--- config.mk ---
export PLATFORM = sky130hd
export DESIGN_NAME = pwk_wakeup_counters
export DESIGN_NICKNAME = d
export VERILOG_FILES = /design/src/include/pwk_pkg.sv /design/src/rtl/pwk_lfo_divider.sv /design/src/rtl/pwk_event_counter.sv /design/src/rtl/pwk_wakeup_counters.sv
export SDC_FILE = /design/constraint.sdc
export NUM_CORES = 1
export LEC_CHECK = 0
export ABC_AREA = 0
export BUFFER_PORTS_ARGS = -buffer_cell sky130_fd_sc_hd__clkbuf_2
export CAP_MARGIN = 30
export CORE_MARGIN = 2
export CORE_UTILIZATION = 45
export DETAILED_ROUTE_END_ITERATION = 8
export PLACE_DENSITY = 0.79
export REMOVE_ABC_BUFFERS = 1
export SLEW_MARGIN = 20
export SYNTH_ARGS = -nofsm -noshare
export SYNTH_HDL_FRONTEND = slang
export SYNTH_SLANG_ARGS = --single-unit
--- constraint.sdc ---
create_clock -name core_clk_i -period 4 [get_ports core_clk_i]
set_clock_uncertainty 0.15 [all_clocks]
set_input_delay 0.6 -clock core_clk_i [delete_from_list [all_inputs] [get_ports core_clk_i]]
set_output_delay 0.6 -clock core_clk_i [all_outputs]
set_load 0.02 [all_outputs]
--- src/include/pwk_pkg.sv ---
`default_nettype none
package pwk_pkg;
    // ****************************************
    // register indices, byte address is index times four
    // ****************************************
    localparam logic [7:0] IDX_STATUS   = 8'h1b;
    localparam logic [7:0] IDX_DIVIDER  = 8'h1c;
    localparam logic [7:0] IDX_WAKE_INT = 8'h1d;
    localparam logic [7:0] IDX_RST_INT  = 8'h1e;
    localparam logic [7:0] IDX_SNAPSHOT = 8'h1f;

    // ****************************************
    // status field positions
    // ****************************************
    localparam int unsigned BIT_WAKE_FLAG  = 7;
    localparam int unsigned BIT_WAKE_CLEAR = 6;
    localparam int unsigned BIT_PAGE       = 5;
    localparam int unsigned BIT_RST_FLAG   = 4;
    localparam int unsigned BIT_RST_CLEAR  = 3;

    // ****************************************
    // reset and forced values
    // ****************************************
    localparam logic [7:0] RST_DIVIDER     = 8'h1f;
    localparam logic [7:0] RST_WAKE_INT    = 8'hff;
    localparam logic [7:0] RST_RST_INT     = 8'hff;
    localparam logic [7:0] DIV_FORCED      = 8'hff;
    localparam logic [7:0] INTERVAL_PARKED = 8'hff;

    // ****************************************
    // wake clock period in oscillator cycles: base plus step times divider
    // ****************************************
    localparam int unsigned DIV_BASE  = 504;
    localparam int unsigned DIV_STEP  = 16;
    localparam int unsigned DIV_CNT_W = 13;

    typedef enum logic [1:0] {
        PWK_BUS_IDLE   = 2'b00,
        PWK_BUS_ACCESS = 2'b01,
        PWK_BUS_ANSWER = 2'b11
    } pwk_bus_state_t;

    function automatic logic [7:0] pwk_byte_addr(input logic [7:0] idx);
        return {idx[5:0], 2'b00};
    endfunction
endpackage
`default_nettype wire

--- src/rtl/pwk_lfo_divider.sv ---
`timescale 1ns/10ps
`default_nettype none
module pwk_lfo_divider import pwk_pkg::*; (
    input  wire logic       core_clk_i,
    input  wire logic       reset_i,
    input  wire logic       low_freq_osc_i,
    input  wire logic [7:0] wake_clock_divider_i,
    input  wire logic       restart_i,
    output logic            wake_tick_o
);
    typedef struct packed {
        logic                 sync1;
        logic                 sync2;
        logic                 prev;
        logic [DIV_CNT_W-1:0] cnt;
        logic                 tick;
    } pwk_div_state_t;

    pwk_div_state_t       q;
    pwk_div_state_t       d;
    logic [DIV_CNT_W-1:0] period_last;

    // ****************************************
    // oscillator sync and wake clock divider
    // ****************************************
    always_comb begin
        period_last = DIV_CNT_W'(DIV_BASE) + DIV_CNT_W'(DIV_STEP) * DIV_CNT_W'(wake_clock_divider_i)
                      - DIV_CNT_W'(1);
        d       = q;
        d.sync1 = low_freq_osc_i;
        d.sync2 = q.sync1;
        d.prev  = q.sync2;
        d.tick  = 1'b0;
        if (restart_i) begin
            d.cnt = '0;
        end else if (q.sync2 && !q.prev) begin
            if (q.cnt >= period_last) begin
                d.cnt  = '0;
                d.tick = 1'b1;
            end else begin
                d.cnt = q.cnt + DIV_CNT_W'(1);
            end
        end
    end

    always_ff @(posedge core_clk_i) begin
        if (reset_i) begin
            q <= '0;
        end else begin
            q <= d;
        end
    end

    assign wake_tick_o = q.tick;
endmodule
`default_nettype wire

--- src/rtl/pwk_event_counter.sv ---
`timescale 1ns/10ps
`default_nettype none
module pwk_event_counter #(
    parameter int unsigned W = 8
) (
    input  wire logic         core_clk_i,
    input  wire logic         reset_i,
    input  wire logic         tick_i,
    input  wire logic [W-1:0] limit_i,
    input  wire logic         restart_i,
    output logic [W-1:0]      count_o,
    output logic              done_o
);
    if (W < 2 || W > 16) begin : g_bad_width
        $error("event counter width out of range");
    end

    typedef struct packed {
        logic [W-1:0] cnt;
        logic         done;
    } pwk_cnt_state_t;

    pwk_cnt_state_t q;
    pwk_cnt_state_t d;

    // ****************************************
    // count ticks up to limit, reload and pulse
    // ****************************************
    always_comb begin
        d      = q;
        d.done = 1'b0;
        if (restart_i) begin
            d.cnt = '0;
        end else if (tick_i && limit_i != '0) begin
            if (q.cnt + W'(1) >= limit_i) begin
                d.cnt  = '0;
                d.done = 1'b1;
            end else begin
                d.cnt = q.cnt + W'(1);
            end
        end
    end

    always_ff @(posedge core_clk_i) begin
        if (reset_i) begin
            q <= '0;
        end else begin
            q <= d;
        end
    end

    assign count_o = q.cnt;
    assign done_o  = q.done;
endmodule
`default_nettype wire

--- src/rtl/pwk_wakeup_counters.sv ---
// The APB slave port was chosen for this implementation.
`timescale 1ns/10ps
`default_nettype none
module pwk_wakeup_counters import pwk_pkg::*; #(
    parameter int unsigned ADDR_W = 8
) (
    input  wire logic              core_clk_i,
    input  wire logic              reset_i,
    input  wire logic [ADDR_W-1:0] paddr_i,
    input  wire logic              psel_i,
    input  wire logic              penable_i,
    input  wire logic              pwrite_i,
    input  wire logic [31:0]       pwdata_i,
    input  wire logic [3:0]        pstrb_i,
    output logic [31:0]            prdata_o,
    output logic                   pready_o,
    output logic                   pslverr_o,
    input  wire logic              low_freq_osc_i,
    output logic                   wake_event_o,
    output logic                   periodic_reset_o,
    output logic                   wake_interrupt_flag_o,
    output logic                   periodic_reset_flag_o
);
    if (ADDR_W < 8 || ADDR_W > 32) begin : g_bad_addr
        $error("address width out of range");
    end

    if (RST_WAKE_INT == 8'h00 || RST_RST_INT == 8'h00) begin : g_bad_presets
        $error("interval presets must be nonzero");
    end

    if (INTERVAL_PARKED == 8'h00) begin : g_bad_parked
        $error("parked interval limit must be nonzero");
    end

    if (BIT_WAKE_FLAG > 7 || BIT_PAGE > 7 || BIT_RST_FLAG > 7) begin : g_bad_flag_bits
        $error("status flag outside the byte");
    end

    if (BIT_WAKE_CLEAR > 7 || BIT_RST_CLEAR > 7) begin : g_bad_clear_bits
        $error("status clear bit outside the byte");
    end

    // ****************************************
    // state
    // ****************************************
    typedef struct packed {
        pwk_bus_state_t bus;
        logic           pready;
        logic           pslverr;
        logic [31:0]    prdata;
        logic [7:0]     divider;
        logic [7:0]     wake_interval;
        logic [7:0]     reset_interval;
        logic           page;
        logic           wake_flag;
        logic           reset_flag;
        logic           wake_restart;
        logic           reset_restart;
        logic           wake_event;
        logic           reset_event;
    } pwk_top_state_t;

    localparam pwk_top_state_t STATE_RESET = '{
        bus:            PWK_BUS_IDLE,
        pready:         1'b0,
        pslverr:        1'b0,
        prdata:         32'h0000_0000,
        divider:        RST_DIVIDER,
        wake_interval:  RST_WAKE_INT,
        reset_interval: RST_RST_INT,
        page:           1'b0,
        wake_flag:      1'b0,
        reset_flag:     1'b0,
        wake_restart:   1'b0,
        reset_restart:  1'b0,
        wake_event:     1'b0,
        reset_event:    1'b0
    };

    pwk_top_state_t q;
    pwk_top_state_t d;

    logic       wake_tick;
    logic [7:0] interval_limit;
    logic [7:0] interval_count;
    logic       interval_done;
    logic [7:0] reset_count;
    logic       reset_done;
    logic [7:0] wdata;
    logic       wr_commit;
    logic       rd_valid;
    logic [7:0] rd_byte;
    logic       wake_take;
    logic       reset_take;
    logic       wake_fire;
    logic       reset_fire;

    // ****************************************
    // helpers
    // ****************************************
    function automatic logic hit(input logic [ADDR_W-1:0] addr, input logic [7:0] idx);
        return addr == ADDR_W'(pwk_byte_addr(idx));
    endfunction

    // store only a changed value, and never zero while the other field is zero
    function automatic logic accept(input logic [7:0] nv, input logic [7:0] ov, input logic [7:0] other);
        return (nv != ov) && ((nv != 8'h00) || (other != 8'h00));
    endfunction

    function automatic logic [7:0] status_byte(input logic wflag, input logic page, input logic rflag);
        logic [7:0] b;
        b                = 8'h00;
        b[BIT_WAKE_FLAG] = wflag;
        b[BIT_PAGE]      = page;
        b[BIT_RST_FLAG]  = rflag;
        return b;
    endfunction

    // ****************************************
    // wake clock and counters
    // ****************************************
    pwk_lfo_divider u_divider (
        .core_clk_i           (core_clk_i),
        .reset_i              (reset_i),
        .low_freq_osc_i       (low_freq_osc_i),
        .wake_clock_divider_i (q.divider),
        .restart_i            (q.wake_restart),
        .wake_tick_o          (wake_tick)
    );

    // zero interval keeps the count running parked so reset timing continues
    assign interval_limit = (q.wake_interval == 8'h00) ? INTERVAL_PARKED : q.wake_interval;

    pwk_event_counter #(
        .W (8)
    ) u_interval (
        .core_clk_i (core_clk_i),
        .reset_i    (reset_i),
        .tick_i     (wake_tick),
        .limit_i    (interval_limit),
        .restart_i  (q.wake_restart),
        .count_o    (interval_count),
        .done_o     (interval_done)
    );

    pwk_event_counter #(
        .W (8)
    ) u_reset (
        .core_clk_i (core_clk_i),
        .reset_i    (reset_i),
        .tick_i     (interval_done),
        .limit_i    (q.reset_interval),
        .restart_i  (q.reset_restart),
        .count_o    (reset_count),
        .done_o     (reset_done)
    );

    // ****************************************
    // read mux
    // ****************************************
    always_comb begin
        rd_valid = 1'b1;
        rd_byte  = 8'h00;
        if (hit(paddr_i, IDX_STATUS)) begin
            rd_byte = status_byte(q.wake_flag, q.page, q.reset_flag);
        end else if (hit(paddr_i, IDX_DIVIDER)) begin
            rd_byte = q.divider;
        end else if (hit(paddr_i, IDX_WAKE_INT)) begin
            rd_byte = q.wake_interval;
        end else if (hit(paddr_i, IDX_RST_INT)) begin
            rd_byte = q.reset_interval;
        end else if (hit(paddr_i, IDX_SNAPSHOT)) begin
            rd_byte = q.page ? reset_count : interval_count;
        end else begin
            rd_valid = 1'b0;
        end
    end

    assign wdata     = pwdata_i[7:0];
    assign wr_commit = (q.bus == PWK_BUS_ANSWER) && psel_i && penable_i && pwrite_i
                       && pstrb_i[0] && !q.pslverr;

    // ****************************************
    // write acceptance and event strobes
    // ****************************************
    assign wake_take  = accept(wdata, q.wake_interval, q.reset_interval);
    assign reset_take = accept(wdata, q.reset_interval, q.wake_interval);
    assign wake_fire  = interval_done && (q.wake_interval != 8'h00);
    assign reset_fire = reset_done;

    // ****************************************
    // next state
    // ****************************************
    always_comb begin
        d               = q;
        d.wake_restart  = 1'b0;
        d.reset_restart = 1'b0;
        d.wake_event    = wake_fire;
        d.reset_event   = reset_fire;

        case (q.bus)
            PWK_BUS_IDLE: begin
                if (psel_i) begin
                    d.bus = PWK_BUS_ACCESS;
                end
            end
            PWK_BUS_ACCESS: begin
                if (psel_i && penable_i) begin
                    d.bus     = PWK_BUS_ANSWER;
                    d.pready  = 1'b1;
                    d.pslverr = !rd_valid;
                    d.prdata  = pwrite_i ? 32'h0000_0000 : {24'h00_0000, rd_byte};
                end else if (!psel_i) begin
                    d.bus = PWK_BUS_IDLE;
                end
            end
            PWK_BUS_ANSWER: begin
                d.bus     = PWK_BUS_IDLE;
                d.pready  = 1'b0;
                d.pslverr = 1'b0;
            end
            default: begin
                d.bus = PWK_BUS_IDLE;
            end
        endcase

        if (wr_commit) begin
            if (hit(paddr_i, IDX_STATUS)) begin
                d.page = wdata[BIT_PAGE];
                if (wdata[BIT_WAKE_CLEAR]) begin
                    d.wake_flag = 1'b0;
                end
                if (wdata[BIT_RST_CLEAR]) begin
                    d.reset_flag = 1'b0;
                end
            end else if (hit(paddr_i, IDX_DIVIDER)) begin
                d.divider = wdata;
            end else if (hit(paddr_i, IDX_WAKE_INT)) begin
                if (wake_take) begin
                    d.wake_interval = wdata;
                    d.wake_restart  = 1'b1;
                    if (wdata == 8'h00) begin
                        d.divider = DIV_FORCED;
                    end
                end
            end else if (hit(paddr_i, IDX_RST_INT)) begin
                if (reset_take) begin
                    d.reset_interval = wdata;
                    d.reset_restart  = 1'b1;
                end
            end
        end

        // a new event wins over a clear in the same cycle
        if (d.wake_event) begin
            d.wake_flag = 1'b1;
        end
        if (d.reset_event) begin
            d.reset_flag = 1'b1;
        end
    end

    // ****************************************
    // registers
    // ****************************************
    always_ff @(posedge core_clk_i) begin
        if (reset_i) begin
            q <= STATE_RESET;
        end else begin
            q <= d;
        end
    end

    // ****************************************
    // outputs
    // ****************************************
    assign prdata_o              = q.prdata;
    assign pready_o              = q.pready;
    assign pslverr_o             = q.pslverr;
    assign wake_event_o          = q.wake_event;
    assign periodic_reset_o      = q.reset_event;
    assign wake_interrupt_flag_o = q.wake_flag;
    assign periodic_reset_flag_o = q.reset_flag;
endmodule
`default_nettype wire

==> results.md <==
- Routed length per instance: 15.4 um
- Fillers: 994
- Cell area after synthesis: 4760 um2
- First-pass GRT wire length: 18500 um
- Die Y: 107 um
- Max Cap Viol: 0
- TNS Setup: 0 ns
- Root buf cell: clkbuf_8
- Fmax: 288 MHz
- Worst Path Required: 4.16 ns
- Share of synthesized registers carrying an async set or reset: 0
- Via/cell ratio: 5.59
- Gate power share: 0.061
- Initial Util: 0.463
- Crit path to: u_interval.count_o[3]
- Slew headroom: 0.447
- Setup violations, final: 0
- Initial antenna violation count: 0
- Core area: 10300 um2
- Reg2reg start: q[18]
- Worst Hold Launch: u_divider.d[15]
- # DRC: 0
- Die width: 107 um
- Die ar.: 11400 um2
- Final WL: 10900 um
- Hold WS: 0.297 ns
- Cts repair resizes: 0
- Clk pwr share: 0.417
- Num ports: 88
- RSZ-0062 raised after global routing: no
- CP Launch Type: flop
- Worst R2R Path Depth: 11
- Global-route usage over all layers: 0.202
- Post-synth EDFFs: 0
- Critical path's most frequent cell: or4_1
- Switch Pwr: 0.000369 W
- Total gr overflow: 0
- Via Count: 3966
- GP Congestion: 0.897
- Final Slew Violations: 0
- Nets: 647
- DRT antenna net count: 0
- Vias in the first global route: 3859
- Int Pwr: 0.00113 W
- Syn avg cell area: 8.50 um2
- #FFs+latches synth: 78
- Hold WC Path Type: flop to flop
- CTS H-Tree Depth: 3
- CP bufs+invs: 0
- Crit Path Category: flop to flop
- Antenna Cells: 0
- Inst Count DP: 693
- Slowest stage cell, crit path: or4_1
- Pre-CTS WS: 0.551 ns
- Largest net degree at the start of global routing: 35
- Total power divided by cell area: 296 nW/um2
- Worst Tran Pin Value: 0.830 ns
- R2r setup slk: 0.53 ns
- Footprint of the multi-input gates: 2860 um2
- Worst-path clk slew: 0.08 ns
- Final setup margin: 0.534 ns
- CTS Buf Count: 9
- Crit-path cells: or4_1 > or4_1 > nor2_4 > or2_2 > ha_1 > nand2b_1 > a21o_1 > a21oi_1 > o21ai_0 > a41oi_1 > and2_1
- Switching portion of total power: 0.247
- Sink Count: 78
- Seq pwr share: 0.523
- Synthesized instance count: 560
- RR Endpoint: u_interval.count_o[3]
- Fin crit share: 0.867
- Site row count: 37
- Worst vdd ir: 0.219 mV
- CTS tree: built
- Synth unique cells: 51
- Buffers on Ports: 36
- Worst path depth: 11
- HPWL Detailed: 8290 um
- Largest delay share family, worst path: simple AND/OR/NAND/NOR gates
- Ys flop type: dfxtp_1
- Clk Latency, worst-skew pair: 0.36 ns
- Sequential Area: 1560 um2
- DRT Pass-1 Iters: 5
- Crit-path max cell delay: 0.51 ns
- Post-layout min period: 3.47 ns
- Lkg Pwr: 2.15 nW
- Iter 0 DRT Violations: 264
- Post-CTS Setup Bufs: 0
- Share of cells above drive strength 1: 0.112
- Status: completed
- Worst setup EP type: flop
- Area delta synth->final: 6.13%
- Maximum root-to-sink buffer count: 2
- Final Hold Vio Count: 0
- CP Max Fanout: 9
- Post-synthesis sequential area ratio: 0.328
- Post-cts hold buffer count: 0
- YS warnings: 0
- Worst EP arrival: 3.62 ns
- Fin cells: 709
- Worst Setup SP: q[18]
-- sequential cells by signal, indices dropped and copies added, names as in the netlist --
signal                 flops
periodic_reset_flag_o      1
periodic_reset_o           1
prdata_o                   8
pready_o                   1
pslverr_o                  1
q                         29
u_divider.d                2
u_divider.q               14
u_divider.wake_tick_o      1
u_interval.count_o         8
u_interval.done_o          1
u_reset.count_o            8
u_reset.done_o             1
wake_event_o               1
wake_interrupt_flag_o      1
-- how the worst min path moves through the flow --
stage,end,cells past startpoint
6_report,u_divider.d[14],1
5_1_grt,prdata_o[3],2
4_1_cts,u_divider.d[14],1
3_5_place_dp,u_divider.d[14],1
3_3_place_gp,u_divider.d[14],1
2_1_floorplan,u_divider.d[14],1
-- stage by stage --
stage | area [um2] | total power (W) | utilization
5_1_grt | 5050 | 0.00156 | 0.491
3_5_place_dp | 4840 | 0.000889 | 0.471
4_1_cts | 5050 | 0.00151 | 0.491
2_1_floorplan | 4480 | 0.000848 | -
6_report | 5050 | 0.00150 | 0.491
3_3_place_gp | 4840 | 0.000888 | 0.471
-- kinds of logic (layout without fill, tap and decap cells) --
group / count (synthesis) / after routing / share of synthesized area
multiplexers: 20 / 20 / 0.0421
buffers and inverters: 78 / 68 / 0.0886
AND/OR/NAND/NOR: 206 / 206 / 0.227
adder cells (fa/ha/maj): 29 / 29 / 0.0763
flip-flops: 78 / 78 / 0.328
XOR/XNOR: 60 / 60 / 0.110
other: 1 / 24 / 0.000788
AO/OA/AOI/OAI: 88 / 88 / 0.126
-- layer usage --
layer,GRT usage,vias to the layer above,wire length (um)
li1,-,1941,-
met1,0.252,1875,4820
met2,0.351,127,5330
met3,0.0456,23,565
met4,0.0575,0,197
met5,0,-,0
-- placed cells by master (no fill, tap or decap), types with 2 or more instances in the layout --
cell	n
a2111oi_0	2
a211oi_1	2
a21o_1	9
a21oi_1	30
a22oi_1	2
a311oi_1	3
a41oi_1	6
and2_1	8
and3_1	8
and4_1	2
buf_4	2
clkbuf_2	36
clkbuf_8	11
clkinvlp_4	2
conb_1	24
dfxtp_1	78
ha_1	29
inv_1	14
mux2i_1	20
nand2_1	56
nand2b_1	3
nand3_1	21
nand4_1	14
nand4b_1	2
nor2_1	25
nor2b_1	10
nor3_1	29
nor4_1	4
o211ai_1	8
o21ai_0	13
o221ai_1	7
or2_2	4
or3_1	4
or4_1	7
xnor2_1	25
xor2_1	35
-- cells in the mapped netlist (3+ instances only) --
master	n	area [um2]
and3_1	8	50.1
a311oi_1	3	26.3
nor2b_1	10	62.6
and2_1	8	50.1
ha_1	29	363
or2_2	4	25.0
buf_4	33	248
o21ai_0	13	65.1
a41oi_1	6	52.6
nor2_1	25	93.8
clkbuf_1	26	97.6
nor3_1	29	145
or3_1	4	25.0
dfxtp_1	78	1560
nand2_1	56	210
or4_1	7	52.6
mux2i_1	20	200
xor2_1	35	307
o221ai_1	7	61.3
nand4_1	14	87.6
a21o_1	9	67.6
nand2b_1	3	18.8
nand3_1	21	105
a21oi_1	30	150
inv_1	14	52.6
buf_2	4	20.0
o211ai_1	8	60.1
xnor2_1	25	219
nor4_1	4	25.0
-- final cells by class --
class / instances / share of cell area
Clock buffer: 12 / 0.0307
Clock inverter: 4 / 0.0107
Inverter: 14 / 0.0104
Multi-Input combinational cell: 427 / 0.567
Sequential cell: 78 / 0.309
Tap cell: 136 / 0.0337
Timing Repair Buffer: 38 / 0.0387
-- power by group through the flow --
stage	registers (W)	logic, W	clock network [W]
6_report	0.000782	0.0000908	0.000623
5_1_grt	0.000783	0.0000989	0.000674
4_1_cts	0.000782	0.0000890	0.000639
3_5_place_dp	0.000800	0.0000888	0
3_3_place_gp	0.000800	0.0000876	0
2_1_floorplan	0.000801	0.0000471	0
Power figures use the tool's default switching activity.
